File: src/rtl/tw_pkg.sv
package tw_pkg;
	// ****************************************
	// Timing
	// ****************************************
	localparam int CLK_PERIOD_NS = 10;
	localparam int SCL_MAX_KHZ = 400;
	localparam int SCL_PERIOD_NS = 1000000 / SCL_MAX_KHZ;
	// Least half period, rounded up to whole cycles
	localparam int HALF_CYC = (SCL_PERIOD_NS / 2 + CLK_PERIOD_NS - 1) / CLK_PERIOD_NS;
	localparam int CNT_W = 8;
	localparam logic [CNT_W-1:0] HALF_CNT = CNT_W'(HALF_CYC);
	localparam logic [CNT_W-1:0] CNT_RST = 8'h00;

	// ****************************************
	// Packet layout
	// ****************************************
	localparam int ADDR_W = 7;
	localparam int NUM_ADDR = 1 << ADDR_W;
	localparam logic [ADDR_W-1:0] GEN_CALL_ADDR = 7'h00;
	localparam logic [3:0] DATA_BITS = 4'h8;
	localparam logic [3:0] BIT_RST = 4'h0;
	localparam logic RW_READ = 1'b1;

	typedef enum logic [1:0]
	{
		OP_START = 2'h0,
		OP_WRITE = 2'h1,
		OP_READ = 2'h2,
		OP_STOP = 2'h3
	} tw_op_t;
endpackage : tw_pkg

File: src/rtl/tw_line_if.sv
`timescale 1ns/1ns
interface tw_line_if;
	logic sclSync;
	logic sdaSync;
	logic sclRise;
	logic sclFall;
	logic startDet;
	logic stopDet;
	logic busBusy;

	modport mon
	(
		output sclSync, sdaSync, sclRise, sclFall, startDet, stopDet, busBusy
	);
	modport eng
	(
		input sclSync, sdaSync, sclRise, sclFall, startDet, stopDet, busBusy
	);
endinterface : tw_line_if

File: src/rtl/tw_line_monitor.sv
`timescale 1ns/1ns
module tw_line_monitor
(
	input wire logic sys_clk,
	input wire logic reset,
	input wire logic sclIn,
	input wire logic sdaIn,
	tw_line_if.mon bus
);
	import tw_pkg::*;

	logic [2:0] sclPipe_q, sclPipe_d;
	logic [2:0] sdaPipe_q, sdaPipe_d;
	logic busy_q, busy_d;
	logic startNow, stopNow;

	// ****************************************
	// Sync and condition detect
	// ****************************************
	always_comb
	begin
		// Stage 0 feeds stage 1 only; edges seen between stages 1 and 2
		sclPipe_d = {sclPipe_q[1:0], sclIn};
		sdaPipe_d = {sdaPipe_q[1:0], sdaIn};
		// Data edge while clock high both samples
		startNow = sclPipe_q[1] && sclPipe_q[2] && sdaPipe_q[2] && !sdaPipe_q[1];
		stopNow = sclPipe_q[1] && sclPipe_q[2] && !sdaPipe_q[2] && sdaPipe_q[1];
		busy_d = busy_q;
		if (startNow)
			busy_d = 1'b1;
		else if (stopNow)
			busy_d = 1'b0;
	end

	always_ff @(posedge sys_clk or posedge reset)
	begin
		if (reset)
		begin
			// Lines assumed released: idle bus after reset
			sclPipe_q <= 3'h7;
			sdaPipe_q <= 3'h7;
			busy_q <= 1'b0;
		end
		else
		begin
			sclPipe_q <= sclPipe_d;
			sdaPipe_q <= sdaPipe_d;
			busy_q <= busy_d;
		end
	end

	assign bus.sclSync = sclPipe_q[1];
	assign bus.sdaSync = sdaPipe_q[1];
	assign bus.sclRise = sclPipe_q[1] && !sclPipe_q[2];
	assign bus.sclFall = !sclPipe_q[1] && sclPipe_q[2];
	assign bus.startDet = startNow;
	assign bus.stopDet = stopNow;
	assign bus.busBusy = busy_q;
endmodule : tw_line_monitor

File: src/rtl/tw_two_wire_interface.sv
`timescale 1ns/1ns
// Overview of operation
// - Master starts, ends and clocks each transfer
// - Lines only pulled low or released
// - Line high only when all release
// - One clock pulse per data bit
// - Data steady while clock is high
// - Start/stop are data edges during high clock
// - Master opens with start, closes with stop
// - Busy from start until stop
// - Start while busy is repeated start
// - Seven-bit slave address space
// - Clock rate up to 400 kHz
// - Programmable own address, optional general call
// - Own address match raises wake pulse
// - Address packet: 7 bits, direction, acknowledge
// - Receiver acknowledges by pulling data low
// - All-zero address is general call
// - Data packet: byte MSB first, acknowledge
module tw_two_wire_interface
(
	input wire logic sys_clk,
	input wire logic reset,
	input wire logic sclIn,
	output logic sclOut,
	output logic sclOe,
	input wire logic sdaIn,
	output logic sdaOut,
	output logic sdaOe,
	input wire logic cmdValid,
	output logic cmdReady,
	input wire tw_pkg::tw_op_t cmdOp,
	input wire logic [7:0] cmdData,
	input wire logic cmdAck,
	output logic rspValid,
	output logic [7:0] rspData,
	output logic rspAck,
	output logic busBusy,
	input wire logic slvEnable,
	input wire logic [tw_pkg::ADDR_W-1:0] ownAddr,
	input wire logic genCallEn,
	input wire logic slvAckEn,
	input wire logic [7:0] slvTxData,
	output logic slvTxLoad,
	output logic rxValid,
	output logic [7:0] rxData,
	output logic wake
);
	import tw_pkg::*;

	typedef enum logic [9:0]
	{
		M_IDLE = 10'h001, M_REST = 10'h002, M_STA_HI = 10'h004, M_STA_LO = 10'h008,
		M_HOLD = 10'h010, M_BIT_LO = 10'h020, M_BIT_HI = 10'h040, M_STP_LO = 10'h080,
		M_STP_HI = 10'h100, M_STP_END = 10'h200
	} tw_mst_t;
	typedef enum logic [6:0]
	{
		S_IDLE = 7'h01, S_ADDR = 7'h02, S_ACK = 7'h04, S_RX = 7'h08,
		S_RXACK = 7'h10, S_TX = 7'h20, S_TXACK = 7'h40
	} tw_slv_t;

	tw_line_if bus ();

	tw_line_monitor u_mon
	(
		.sys_clk(sys_clk),
		.reset(reset),
		.sclIn(sclIn),
		.sdaIn(sdaIn),
		.bus(bus)
	);

	function automatic logic [3:0] incBit(input logic [3:0] v);
		incBit = v + 4'h1;
	endfunction : incBit

	// ****************************************
	// Master
	// ****************************************
	tw_mst_t mstState_q, mstState_d;
	logic [CNT_W-1:0] mstCnt_q, mstCnt_d;
	logic [3:0] mstBit_q, mstBit_d;
	logic [8:0] txSh_q, txSh_d;
	logic [8:0] rxSh_q, rxSh_d;
	logic mstSclOe_q, mstSclOe_d, mstSdaOe_q, mstSdaOe_d;
	logic rspValid_q, rspValid_d, rspAck_q, rspAck_d;
	logic [7:0] rspData_q, rspData_d;
	logic halfDone, take;

	always_comb
	begin
		mstState_d = mstState_q;
		mstCnt_d = mstCnt_q + 8'h01;
		mstBit_d = mstBit_q;
		txSh_d = txSh_q;
		rxSh_d = rxSh_q;
		mstSclOe_d = mstSclOe_q;
		mstSdaOe_d = mstSdaOe_q;
		rspValid_d = 1'b0;
		rspAck_d = rspAck_q;
		rspData_d = rspData_q;
		halfDone = (mstCnt_q == HALF_CNT - 8'h01);
		// Only a free bus may be seized; repeated start only from own hold
		cmdReady = (mstState_q == M_HOLD) || (mstState_q == M_IDLE && !bus.busBusy);
		take = cmdValid && cmdReady;
		unique case (mstState_q)
			M_IDLE:
			begin
				mstCnt_d = CNT_RST;
				if (take && cmdOp == OP_START)
					mstState_d = M_STA_HI;
			end
			M_HOLD:
			begin
				mstCnt_d = CNT_RST;
				if (take)
				begin
					unique case (cmdOp)
						OP_START: mstState_d = M_REST;
						OP_STOP: mstState_d = M_STP_LO;
						OP_WRITE:
						begin
							txSh_d = {cmdData, 1'b1};
							mstState_d = M_BIT_LO;
						end
						OP_READ:
						begin
							txSh_d = {8'hff, ~cmdAck};
							mstState_d = M_BIT_LO;
						end
					endcase
					mstBit_d = BIT_RST;
				end
			end
			M_REST:
			begin
				mstSdaOe_d = 1'b0;
				if (halfDone)
				begin
					mstCnt_d = CNT_RST;
					mstState_d = M_STA_HI;
				end
			end
			M_STA_HI:
			begin
				mstSclOe_d = 1'b0;
				if (!bus.sclSync)
					mstCnt_d = CNT_RST;
				else if (halfDone)
				begin
					// Data falls while clock high
					mstSdaOe_d = 1'b1;
					mstCnt_d = CNT_RST;
					mstState_d = M_STA_LO;
				end
			end
			M_STA_LO:
			begin
				if (halfDone)
				begin
					mstSclOe_d = 1'b1;
					mstCnt_d = CNT_RST;
					mstState_d = M_HOLD;
				end
			end
			M_BIT_LO:
			begin
				// Data changes only with the clock held low
				mstSdaOe_d = ~txSh_q[8];
				if (halfDone)
				begin
					mstSclOe_d = 1'b0;
					mstCnt_d = CNT_RST;
					mstState_d = M_BIT_HI;
				end
			end
			M_BIT_HI:
			begin
				// Count high time only once the wired line is high: honours stretching
				if (!bus.sclSync)
					mstCnt_d = CNT_RST;
				else if (halfDone)
				begin
					mstSclOe_d = 1'b1;
					mstCnt_d = CNT_RST;
					rxSh_d = {rxSh_q[7:0], bus.sdaSync};
					txSh_d = {txSh_q[7:0], 1'b1};
					mstBit_d = incBit(mstBit_q);
					if (mstBit_q == DATA_BITS)
					begin
						rspValid_d = 1'b1;
						rspData_d = rxSh_q[7:0];
						rspAck_d = !bus.sdaSync;
						mstState_d = M_HOLD;
					end
					else
						mstState_d = M_BIT_LO;
				end
			end
			M_STP_LO:
			begin
				mstSdaOe_d = 1'b1;
				if (halfDone)
				begin
					mstSclOe_d = 1'b0;
					mstCnt_d = CNT_RST;
					mstState_d = M_STP_HI;
				end
			end
			M_STP_HI:
			begin
				if (!bus.sclSync)
					mstCnt_d = CNT_RST;
				else if (halfDone)
				begin
					// Data rises while clock high
					mstSdaOe_d = 1'b0;
					mstCnt_d = CNT_RST;
					mstState_d = M_STP_END;
				end
			end
			M_STP_END:
			begin
				// Bus free time before the next start
				if (halfDone)
				begin
					// Counter cleared so it never reaches the half count
					mstCnt_d = CNT_RST;
					mstState_d = M_IDLE;
				end
			end
		endcase
	end

	always_ff @(posedge sys_clk or posedge reset)
	begin
		if (reset)
		begin
			mstState_q <= M_IDLE;
			mstCnt_q <= CNT_RST;
			mstBit_q <= BIT_RST;
			txSh_q <= 9'h1ff;
			rxSh_q <= 9'h000;
			mstSclOe_q <= 1'b0;
			mstSdaOe_q <= 1'b0;
			rspValid_q <= 1'b0;
			rspAck_q <= 1'b0;
			rspData_q <= 8'h00;
		end
		else
		begin
			mstState_q <= mstState_d;
			mstCnt_q <= mstCnt_d;
			mstBit_q <= mstBit_d;
			txSh_q <= txSh_d;
			rxSh_q <= rxSh_d;
			mstSclOe_q <= mstSclOe_d;
			mstSdaOe_q <= mstSdaOe_d;
			rspValid_q <= rspValid_d;
			rspAck_q <= rspAck_d;
			rspData_q <= rspData_d;
		end
	end

	// ****************************************
	// Slave
	// ****************************************
	tw_slv_t slvState_q, slvState_d;
	logic [3:0] slvCnt_q, slvCnt_d;
	logic [7:0] slvSh_q, slvSh_d;
	logic slvRw_q, slvRw_d, slvSdaOe_q, slvSdaOe_d;
	logic wake_q, wake_d, rxValid_q, rxValid_d, txLoad_q, txLoad_d;
	logic [7:0] rxData_q, rxData_d;
	logic ownHit, gcHit;

	always_comb
	begin
		slvState_d = slvState_q;
		slvCnt_d = slvCnt_q;
		slvSh_d = slvSh_q;
		slvRw_d = slvRw_q;
		slvSdaOe_d = slvSdaOe_q;
		wake_d = 1'b0;
		rxValid_d = 1'b0;
		txLoad_d = 1'b0;
		rxData_d = rxData_q;
		ownHit = (slvSh_q[7:1] == ownAddr);
		// General call with read direction never counts as a general-call hit (acked only if ownAddr is zero)
		gcHit = genCallEn && slvSh_q[7:1] == GEN_CALL_ADDR && slvSh_q[0] != RW_READ;
		if (bus.stopDet)
		begin
			slvState_d = S_IDLE;
			slvSdaOe_d = 1'b0;
		end
		else if (bus.startDet && slvEnable && mstState_q == M_IDLE)
		begin
			slvState_d = S_ADDR;
			slvCnt_d = BIT_RST;
			slvSdaOe_d = 1'b0;
		end
		else
		begin
			unique case (slvState_q)
				S_IDLE:
				begin
					slvSdaOe_d = 1'b0;
				end
				S_ADDR:
				begin
					if (bus.sclRise)
					begin
						slvSh_d = {slvSh_q[6:0], bus.sdaSync};
						slvCnt_d = incBit(slvCnt_q);
					end
					else if (bus.sclFall && slvCnt_q == DATA_BITS)
					begin
						if (ownHit || gcHit)
						begin
							slvState_d = S_ACK;
							slvSdaOe_d = 1'b1;
							slvRw_d = slvSh_q[0];
							wake_d = 1'b1;
						end
						else
							slvState_d = S_IDLE;
					end
				end
				S_ACK:
				begin
					if (bus.sclFall)
					begin
						slvCnt_d = BIT_RST;
						if (slvRw_q == RW_READ)
						begin
							slvState_d = S_TX;
							slvSh_d = slvTxData;
							slvSdaOe_d = ~slvTxData[7];
							txLoad_d = 1'b1;
						end
						else
						begin
							slvState_d = S_RX;
							slvSdaOe_d = 1'b0;
						end
					end
				end
				S_RX:
				begin
					if (bus.sclRise)
					begin
						slvSh_d = {slvSh_q[6:0], bus.sdaSync};
						slvCnt_d = incBit(slvCnt_q);
					end
					else if (bus.sclFall && slvCnt_q == DATA_BITS)
					begin
						rxValid_d = 1'b1;
						rxData_d = slvSh_q;
						slvSdaOe_d = slvAckEn;
						slvState_d = S_RXACK;
					end
				end
				S_RXACK:
				begin
					if (bus.sclFall)
					begin
						slvSdaOe_d = 1'b0;
						slvCnt_d = BIT_RST;
						slvState_d = S_RX;
					end
				end
				S_TX:
				begin
					if (bus.sclRise)
						slvCnt_d = incBit(slvCnt_q);
					else if (bus.sclFall)
					begin
						// Shift only after the clock is low again
						if (slvCnt_q == DATA_BITS)
						begin
							slvSdaOe_d = 1'b0;
							slvState_d = S_TXACK;
						end
						else
						begin
							slvSh_d = {slvSh_q[6:0], 1'b1};
							slvSdaOe_d = ~slvSh_q[6];
						end
					end
				end
				S_TXACK:
				begin
					if (bus.sclRise && bus.sdaSync)
						slvState_d = S_IDLE;
					else if (bus.sclFall)
					begin
						slvCnt_d = BIT_RST;
						slvState_d = S_TX;
						slvSh_d = slvTxData;
						slvSdaOe_d = ~slvTxData[7];
						txLoad_d = 1'b1;
					end
				end
			endcase
		end
	end

	always_ff @(posedge sys_clk or posedge reset)
	begin
		if (reset)
		begin
			slvState_q <= S_IDLE;
			slvCnt_q <= BIT_RST;
			slvSh_q <= 8'h00;
			slvRw_q <= 1'b0;
			slvSdaOe_q <= 1'b0;
			wake_q <= 1'b0;
			rxValid_q <= 1'b0;
			txLoad_q <= 1'b0;
			rxData_q <= 8'h00;
		end
		else
		begin
			slvState_q <= slvState_d;
			slvCnt_q <= slvCnt_d;
			slvSh_q <= slvSh_d;
			slvRw_q <= slvRw_d;
			slvSdaOe_q <= slvSdaOe_d;
			wake_q <= wake_d;
			rxValid_q <= rxValid_d;
			txLoad_q <= txLoad_d;
			rxData_q <= rxData_d;
		end
	end

	// ****************************************
	// Pins and outputs
	// ****************************************
	assign sclOut = 1'b0;
	assign sdaOut = 1'b0;
	assign sclOe = mstSclOe_q;
	assign sdaOe = mstSdaOe_q | slvSdaOe_q;
	assign rspValid = rspValid_q;
	assign rspData = rspData_q;
	assign rspAck = rspAck_q;
	assign busBusy = bus.busBusy;
	assign slvTxLoad = txLoad_q;
	assign rxValid = rxValid_q;
	assign rxData = rxData_q;
	assign wake = wake_q;
endmodule : tw_two_wire_interface

File: config.mk
export PLATFORM = sky130hd
export DESIGN_NAME = tw_two_wire_interface
export DESIGN_NICKNAME = d
export VERILOG_FILES = /design/src/rtl/tw_pkg.sv /design/src/rtl/tw_line_if.sv /design/src/rtl/tw_line_monitor.sv /design/src/rtl/tw_two_wire_interface.sv
export SDC_FILE = /design/constraint.sdc
export NUM_CORES = 1
export LEC_CHECK = 0
export BUFFER_PORTS_ARGS = -buffer_cell sky130_fd_sc_hd__clkbuf_2
export CAP_MARGIN = 30
export CORE_ASPECT_RATIO = 1.25
export CORE_MARGIN = 5
export CORE_UTILIZATION = 45
export CTS_BUF_LIST = sky130_fd_sc_hd__clkbuf_8
export DETAILED_ROUTE_END_ITERATION = 12
export PLACE_DENSITY = 0.7
export SLEW_MARGIN = 20
export SYNTH_ARGS = -nofsm -noshare
export SYNTH_HDL_FRONTEND = slang
export SYNTH_SLANG_ARGS = --single-unit
File: constraint.sdc
create_clock -name sys_clk -period 2.3 [get_ports sys_clk]
set_input_delay 0.115 -clock sys_clk [delete_from_list [all_inputs] [get_ports sys_clk]]
set_output_delay 0.115 -clock sys_clk [all_outputs]
set_load 0.005 [all_outputs]
* Yosys cells after proc, flatten, opt, wreduce, memory -nomap -nowiden
Index checks and enable logic that the tools add are counted.
** Word-level totals
- Latch bits :: 0
- Input port bits :: 34
- ROM bits :: 0
- Memory bits (writable) :: 0
- Register bits after elaboration :: 90
- Memories :: 0
** Cells by class
- Shift operators :: 0
- Mux-type cells :: 106
- Equality and inequality tests :: 62
- Magnitude comparators :: 0
- Add/subtract/negate cells :: 3
- Divide/modulo/power cells :: 0
- Bitwise gates (word level) :: 9
- Reduce and logical (&&, ||, !) cells :: 53
- Multiply operators :: 0
** Operator list (number)
- $mux W10 :: 13
- $pmux W10 S10 :: 1
- $mux W7 :: 13
- $mux W8 :: 10
- $ne A4 B4 Y1 const B :: 12
- $mux W1 :: 44
- $pmux W7 S6 :: 1
- $pmux W9 S2 :: 2
- $reduce_and A11 Y1 :: 3
- $ne A2 B2 Y1 const B :: 16
- $pmux W8 S4 :: 1
- $pmux W10 S3 :: 1
- $mux W4 :: 7
- $mux W9 :: 3
- $pmux W8 S3 :: 1
- $logic_and A1 B1 Y1 :: 16
- $reduce_and A5 Y1 :: 3
- $reduce_and A13 Y1 :: 1
- $mux W6 :: 2
- $ne A2 B1 Y1 const B :: 6
- $pmux W4 S3 :: 1
- $reduce_and A4 Y1 :: 3
- $reduce_bool A4 Y1 :: 3
- $eq A10 B1 Y1 const B :: 1
- other kinds (46) :: 69

* Depth between registers and ports, before layout
Gate-level depths: netlist of run 1.
- Depth after elaboration :: 10
- Mapped depth :: 8
- Mapped depth without buffers :: 7

* Cells and area by module
From an unflattened synthesis of run 1, not the netlist that was laid out.
** Unflattened totals
- Cells, all modules :: 493
- Area total of the unflattened synthesis :: 5072.4 µm²
** Modules (own cells, without submodules)
- tw_two_wire_interface :: instances 1, area each 4832.1 µm², sequential area each 2090.8 µm², cells an instance 476
- tw_line_monitor :: instances 1, area each 240.2 µm², sequential area each 182.7 µm², cells an instance 17

* Worst setup path before layout of run 1
Ideal clock, no wire load.
- Path type :: flip-flop to flip-flop
- Start :: register mstState_q[3]
- End :: register mstState_q[6]
- Stages on the path, launching flop included :: 8
- Arrival time :: 2.080 ns
- Required time :: 2.175 ns
- Period minus slack after synthesis :: 2.205 ns
- Setup slack :: 0.095 ns
- Buffers on the path :: 2
- Path through :: dfrtp_1 buf_6 or4_1 buf_2 a2111o_1 a21oi_4 nor3_2 mux2_4
** Between the ends
- Word-level cells in the longest chain between the ends :: 7
** Ends and longest elaborated chain
- from (decl) :: RTL line tw_two_wire_interface.sv:81 : tw_mst_t mstState_q, mstState_d;
- from (signal assigned) :: RTL line tw_two_wire_interface.sv:253 : mstState_q <= mstState_d;
- $eq A10 B1 Y1 :: RTL line tw_two_wire_interface.sv:105, tw_two_wire_interface.sv:107
- $logic_and A1 B1 Y1 :: RTL line tw_two_wire_interface.sv:105 : cmdReady = (mstState_q == M_HOLD) || (mstState_q == M_IDLE && !bus.busBusy);
- $logic_or A1 B1 Y1 :: RTL line tw_two_wire_interface.sv:105
- $logic_and A1 B1 Y1 :: RTL line tw_two_wire_interface.sv:106 : take = cmdValid && cmdReady;
- $logic_and A1 B1 Y1 :: RTL line tw_two_wire_interface.sv:111 : if (take && cmdOp == OP_START)
- $ne A2 B1 Y1 (no line)
- $reduce_and A13 Y1 (no line)
Parallel ways exist; a longest one is shown, timed or not.
A chain may end at the register's enable or synchronous reset.

* Worst setup path after layout of run 1
- Start :: register mstState_q[5]
- End :: output port cmdReady
** Between the ends
- Word-level cells in the longest chain between the ends :: 3
** Ends and longest elaborated chain
- $eq A10 B1 Y1 :: RTL line tw_two_wire_interface.sv:105
- $logic_and A1 B1 Y1 :: RTL line tw_two_wire_interface.sv:105
- $logic_or A1 B1 Y1 (*) :: RTL line tw_two_wire_interface.sv:105
- to (decl) :: RTL line tw_two_wire_interface.sv:31 : output logic cmdReady,
Mark *: on every way between the ends. The rest lies on a longest branch, timed or not.

==> results of run 1 <==
[routing by layer]
layer  up-vias  global-route usage, %
met5         -                      0
met4         0                   6.85
met3        24                   4.21
met2       109                   31.9
met1      2017                   22.8
li1       1990                      -
[path summary, 6_finish.rpt]
| check | start | endpoint | slack, ns |
|---|---|---|---|
| worst min-delay path | cmdAck | txSh_q[0]$_DFFE_PP1P_ | 0.06 |
| min in group asynchronous | reset | rxData[5]$_DFFE_PP0P_ | 0.33 |
| worst max-delay path | mstState_q[5]$_DFFE_PP0P_ | cmdReady | 0.06 |
| worst min register to register | u_mon.sclPipe_q[0]$_DFF_PP1_ | u_mon.sclPipe_q[1]$_DFF_PP1_ | 0.37 |
| max in group asynchronous | reset | txSh_q[5]$_DFFE_PP1P_ | 1.28 |
| worst max register to register | slvCnt_q[0]$_DFFE_PP0P_ | slvSh_q[3]$_DFFE_PP0P_ | 0.08 |
[critical path: cells and delay by family, from the launching register on]
| kind | cells | cell delay, ns |
|---|---|---|
| AO/OA/AOI/OAI | 1 | 0.16 |
| buffers and inverters | 1 | 0.14 |
| flip-flops | 1 | 0.47 |
| AND/OR/NAND/NOR | 2 | 0.99 |
[area by class of cell]
type	instances	area [um^2]
clock buffer	10	138
fill	960	5010
sequential	90	2280
timing repair buffer	104	672
inverter	20	78.8
clock inverter	6	56.3
multi-input combinational	370	2630
tap	135	169
[flip-flops by register name (all words and copies together) (netlist names), 3 cells and up]
register,count
mstState_q,10
rspData,8
slvSh_q,8
u_mon.sclPipe_q,3
txSh_q,9
rxSh_q,8
rxData,8
slvState_q,7
slvCnt_q,4
u_mon.sdaPipe_q,3
mstCnt_q,8
mstBit_q,4
[cell usage in the layout, fill, tap and decap left out, types with 3 or more instances in the layout]
cell type,Yosys,layout
or2_2,3,3
inv_1,20,19
and3_1,3,3
nand2_1,47,47
o211ai_1,4,4
mux2_2,40,40
nand4_1,5,5
clkbuf_8,0,10
ha_1,10,10
clkbuf_2,1,58
nor4_1,7,6
nand2b_1,3,3
dfrtp_2,0,3
xnor2_1,5,5
dlygate4sd3_1,0,3
mux2i_1,9,9
nor2_1,49,49
dfstp_2,17,17
nand3b_1,4,4
nor3_1,20,20
nor2b_1,8,8
nand3_1,19,18
a211oi_1,5,5
buf_4,2,40
a21oi_1,12,12
nand4b_1,3,3
xor2_1,15,15
o21a_1,5,5
o21ai_0,21,20
or3_1,6,5
dfrtp_1,73,70
[power by group]
group,internal (mW),switching (mW)
registers,1.74,0.186
logic,0.296,0.304
clock network,0.447,0.619
[timing repair]
item,in CTS,in global routing
hold endpoints to repair,21,0
buffers inserted,0,2
setup endpoints to repair,1,27
pin swaps,0,1
hold buffers,3,0
resized for setup,3,10
[metrics by stage]
| stage | instances | TNS (ns) | total power [mW] |
|---|---|---|---|
| floorplan | 501 | 0 | 2.32 |
| global route | 735 | -0.00285 | 3.79 |
| finish | 735 | 0 | 3.59 |
| global placement | 714 | 0 | 2.51 |
| CTS | 733 | 0 | 3.63 |
| detailed placement | 714 | 0 | 2.54 |
[cell families after synthesis]
family / share of synthesized area (%)
AOI/OAI and AO/OA: 12.7
xor gates and xnor gates: 3.47
adders and majority gates: 2.48
buffers and inverters: 3.74
DFF: 45.0
muxes: 11.3
other: 0.0743
and+or+nand+nor: 21.2
==> flow_metrics.env, run 1 <==
export IMPL_synth_area_leaders="dfrtp_1, mux2_2, dfstp_2"
export IMPL_clock_path_buffers=2
export IMPL_crit_chain="or4_4, or3_1, o21ai_1, clkbuf_2"
export IMPL_wl_met2_mm=6.25
export IMPL_wl_met3_um=623
export IMPL_period_minus_slack_ns=2.24
export IMPL_antenna_found_initial=0
export IMPL_die_area_um2=13400
export IMPL_synthTopCellsByCount="dfrtp_1, nor2_1, nand2_1"
export IMPL_yosys_warnings=0
export IMPL_p_leak_nw=2.78
export IMPL_insertion_delay_ns=0.38
export IMPL_synth_seq_cells=90
export IMPL_whs_path_depth=3
export IMPL_vdd_drop_max_mv=0.396
export IMPL_timing_critical_path_required_ns=2.18
export IMPL_slew_viol_final=0
export IMPL_clkSinkCount=90
export IMPL_fin_nets=639
export IMPL_clk_pin_slew_ns=0.09
export IMPL_grt_max_degree=34
export IMPL_top_layer="met4"
export IMPL_path_max_fanout=7
export IMPL_timing_hold_ws_ns=0.0606
export IMPL_grt_pass1_wl_mm=20.6
export IMPL_areaGrowthSynthToFinish_pct=19.2
export IMPL_via_per_inst=5.63
export IMPL_yosysTopAreaCellShare_pct=36.2
export IMPL_worst_path_max_delay_cell="or4_4"
export IMPL_vias=4140
export IMPL_placed_area_um2=5730
export IMPL_synth_area_um2=5050
export IMPL_synth_edf_count=0
export IMPL_layout_setup_ws_ns=0.0573
export IMPL_finish_utilization_pct=54.6
export IMPL_finalCritPeriodShare_pct=97.5
export IMPL_dp_slack_ns=0.0799
export IMPL_yosysMostFrequentCell="dfrtp_1"
export IMPL_n_antenna_cell=0
export IMPL_hold_class="input port to register"
export IMPL_setup_violations=0
export IMPL_globalRouteOverflowTotal=0
export IMPL_drtIter0Drc=199
export IMPL_synth_ff_type="dfrtp_1"
export IMPL_maxCapViolCount=0
export IMPL_synth_largest_area_cell="dfrtp_1"
export IMPL_die_h_um=128
export IMPL_run_status="finished clean"
export IMPL_fin_area_um2=6020
export IMPL_syn_inst=500
export IMPL_r2r_cells=8
export IMPL_grt_total_usage_pct=18.5
export IMPL_async_reset_ff_share_pct=100
export IMPL_endpoint_kind="primary output"
export IMPL_avgSynthCellArea_um2=10.1
export IMPL_slew_headroom_pct=61.5
export IMPL_max_stage_delay_ns=0.56
export IMPL_die_w_um=105
export IMPL_synth_yosys_seq_area_share_pct=45.0
export IMPL_grt_pass1_vias=4220
export IMPL_gp_congestion=0.967
export IMPL_rows=43
export IMPL_initial_utilization_pct=45.8
export IMPL_synthDistinctLibCells=81
export IMPL_fmax_ghz=0.446
export IMPL_htree_levels=3
export IMPL_core_area_um2=11000
export IMPL_final_antenna_net_count=0
export IMPL_startpoint_type="register"
export IMPL_worstPathArrival_ns=2.13
export IMPL_drtPass1Iterations=5
export IMPL_cts_buffers=9
export IMPL_cts_tree="yes"
export IMPL_numPortBuffers=58
export IMPL_skew_ns=0.0134
export IMPL_worst_slew_pin_slew_ns=0.577
export IMPL_drive_gt1_share_pct=34.5
export IMPL_p_per_area_nw_per_um2=596
export IMPL_wl_mm=12.2
export IMPL_path_class="register to primary output"
export IMPL_hold_violations=0
export IMPL_dp_hpwl_mm=9.26
export IMPL_route_detailed_wl_per_inst_um=16.5
export IMPL_met1_length_mm=4.99
export IMPL_drcViolationCount=0
export IMPL_root_buffer="clkbuf_8"
export IMPL_io_pins=61
Power figures use the tool's default switching activity.
==> inputs of run 2 (changes only) <==
--- a/config.mk
+++ b/config.mk
@@ -5,6 +5,7 @@
 export SDC_FILE = /design/constraint.sdc
 export NUM_CORES = 1
 export LEC_CHECK = 0
+export ABC_AREA = 1
 export BUFFER_PORTS_ARGS = -buffer_cell sky130_fd_sc_hd__clkbuf_2
 export CAP_MARGIN = 30
 export CORE_ASPECT_RATIO = 1.25
==> flow_metrics.env, run 2 <==
export IMPL_grt_max_degree=91
export IMPL_synth_seq_cells=90
export IMPL_synthAdderAreaFrac_pct=2.46
export IMPL_layout_setup_ws_ns=0.290
export IMPL_finalCritPeriodShare_pct=87.4
export IMPL_initial_utilization_pct=45.9
export IMPL_endpoint_kind="register"
export IMPL_dp_slack_ns=0.302
export IMPL_synth_edf_count=0
export IMPL_synthTopCellsByCount="nand2_1, inv_1, nor2_1"
export IMPL_areaGrowthSynthToFinish_pct=13.5
export IMPL_final_cell_mix="nand2_1, inv_1, nor2_1"
export IMPL_drtIter0Drc=195
export IMPL_path_depth=10
export IMPL_whs_path_depth=4
export IMPL_top_register="mstState_q"
export IMPL_drive_gt1_share_pct=20.5
export IMPL_switching_power_mw=0.927
export IMPL_syn_inst=656
export IMPL_run_status="finished clean"
export IMPL_worstPathArrival_ns=2.28
export IMPL_via_per_inst=5.06
export IMPL_period_minus_slack_ns=2.01
export IMPL_globalRouteOverflowTotal=0
export IMPL_wl_mm=11.7
export IMPL_synth_compound_area_share_pct=9.64
export IMPL_grt_pass1_vias=4523
export IMPL_fmax_ghz=0.497
export IMPL_numPortBuffers=58
export IMPL_path_class="register to register"
export IMPL_clkSinkCount=90
export IMPL_cts_setup_buffers=0
export IMPL_root_buffer="clkbuf_8"
export IMPL_max_stage_delay_ns=0.44
export IMPL_placed_area_um2=5530
export IMPL_synth_simple_area_share_pct=32.6
export IMPL_synth_ff_type="dfrtp_1"
export IMPL_grt_pass1_wl_mm=20.6
export IMPL_synth_xor_area_share_pct=2.41
export IMPL_path_max_fanout=19
export IMPL_timing_critical_path_required_ns=2.57
export IMPL_cts_tree="yes"
export IMPL_setup_violations=0
export IMPL_synth_top_family_by_area="simple AND/OR/NAND/NOR gates"
export IMPL_die_w_um=105
export IMPL_startpoint_type="register"
export IMPL_hold_class="input port to register"
export IMPL_htree_levels=3
export IMPL_p_per_area_nw_per_um2=567
export IMPL_async_reset_ff_share_pct=100
export IMPL_dp_hpwl_mm=9.06
export IMPL_cts_resized_gates=0
export IMPL_hold_buffers=3
export IMPL_synth_area_um2=5090
export IMPL_drcViolationCount=0
export IMPL_drtPass1Iterations=4
export IMPL_die_h_um=129
export IMPL_clk_pin_slew_ns=0.10
export IMPL_synth_yosys_seq_area_share_pct=44.7
export IMPL_synthMuxAreaShare_pct=0
export IMPL_maxCapViolCount=0
export IMPL_synth_largest_area_cell="dfrtp_1"
export IMPL_intPower_mw=2.35
export IMPL_core_area_um2=11100
export IMPL_p_sw_share_pct=28.3
export IMPL_cp_num_buf_inv=3
export IMPL_yosysMostFrequentCell="nand2_1"
export IMPL_avgSynthCellArea_um2=7.76
export IMPL_fin_area_um2=5780
export IMPL_largest_reg_flops=10
export IMPL_fin_cells=863
export IMPL_synthDistinctLibCells=42
export IMPL_synth_area_leaders="dfrtp_1, nand2_1, dfstp_2"
export IMPL_crit_chain="nor2_4, inv_4, nor2_4, nand2_4, inv_4, nand2_2, nor2_1, inv_1, nand2_1, o21ai_1"
export IMPL_gp_congestion=0.914
export IMPL_grt_total_usage_pct=18.4
export IMPL_final_antenna_net_count=0
export IMPL_route_detailed_wl_per_inst_um=13.6
export IMPL_insertion_delay_ns=0.37
export IMPL_final_common_cell="nand2_1"
export IMPL_p_total_mw=3.27
export IMPL_cp_top_family="simple AND/OR/NAND/NOR gates"
export IMPL_n_antenna_cell=0
export IMPL_rsz0062_at_grt="false"
export IMPL_vias=4364
export IMPL_r2r_slack_ns=0.29
export IMPL_r2r_cells=10
export IMPL_worst_path_max_delay_cell="dfrtp_1"
export IMPL_rows=43
export IMPL_vdd_drop_max_mv=0.288
export IMPL_p_leak_nw=3.00
export IMPL_clock_path_buffers=2
export IMPL_slew_viol_final=0
export IMPL_pwr_share_clk_pct=36.1
export IMPL_fin_nets=767
export IMPL_n_fill_cell=1037
export IMPL_hold_violations=0
export IMPL_yosys_warnings=0
export IMPL_reg_largest_list="mstState_q x10, txSh_q x9"
export IMPL_die_area_um2=13500
export IMPL_seqPwrFrac_pct=52.2
export IMPL_power_frac_comb_pct=11.7
export IMPL_skew_ns=0.0133
export IMPL_antenna_found_initial=0
export IMPL_final_setup_tns_ns=0
export IMPL_cts_buffers=9
export IMPL_io_pins=61
export IMPL_yosysTopAreaCellShare_pct=35.9
export IMPL_dp_cells=844
-- run 2: layer usage --
metal | part of all wire, % | GRT usage [%] | vias to the layer above
met4 | 2.1 | 7.00 | 0
met2 | 51 | 32.4 | 103
met3 | 4.6 | 3.96 | 20
li1 | - | - | 2204
met5 | 0 | 0 | -
met1 | 42 | 22.1 | 2037
-- run 2: power groups by stage --
stage / registers, mW / logic [mW] / clock network [mW]
after floorplan: 1.72 / 0.276 / 0
after global placement: 1.74 / 0.375 / 0
after detailed placement: 1.74 / 0.382 / 0
after CTS: 1.71 / 0.388 / 1.21
after global routing: 1.72 / 0.438 / 1.28
final: 1.71 / 0.383 / 1.18
-- run 2: cell type report --
cell class	instances	area, um^2	share of cell area [%]
inverters	86	334	5.78
clock inverters	6	80.1	1.39
repair buffers	67	378	6.54
well taps	135	169	2.92
clock buffers	10	138	2.38
flip-flops and latches	90	2270	39.4
multi-input cells	469	2400	41.6
-- run 2: path summary, 6_finish.rpt --
path,start,to
worst max register to register,mstState_q[8]$_DFFE_PP0P_,rspAck$_DFFE_PP0P_
max in group asynchronous,reset,slvState_q[0]$_DFFE_PP1P_
min in group asynchronous,reset,rspData[0]$_DFFE_PP0P_
worst min-delay path,cmdAck,txSh_q[0]$_DFFE_PP1P_
worst min register to register,u_mon.sdaPipe_q[0]$_DFF_PP1_,u_mon.sdaPipe_q[1]$_DFF_PP1_
worst max-delay path,mstState_q[8]$_DFFE_PP0P_,rspAck$_DFFE_PP0P_
-- run 2: kinds of logic (layout without fill, tap and decap cells) --
logic type / Yosys count / count (layout)
AND/OR/NAND/NOR: 360 / 360
XOR/XNOR: 14 / 14
buffers and inverters: 98 / 169
adder cells (fa/ha/maj): 10 / 10
other: 1 / 2
AO/OA/AOI/OAI: 83 / 83
flip-flops: 90 / 90
-- run 2: metrics by stage --
stage          utilization, %  hold slack [ns]
3_5_place_dp             49.9            0.207
3_3_place_gp             49.9            0.206
6_report                 52.1           0.0392
4_1_cts                  52.1           0.0204
5_1_grt                  52.1           0.0373
2_1_floorplan               -            0.119
-- run 2: worst register-to-register path, stage by stage, from the launching register on --
cell and delay, ns:
dfrtp_1 0.44, nor2_4 0.27, inv_4 0.09, nor2_4 0.15, nand2_4 0.12, inv_4 0.18
nand2_2 0.21, nor2_1 0.24, inv_1 0.10, nand2_1 0.06, o21ai_1 0.05
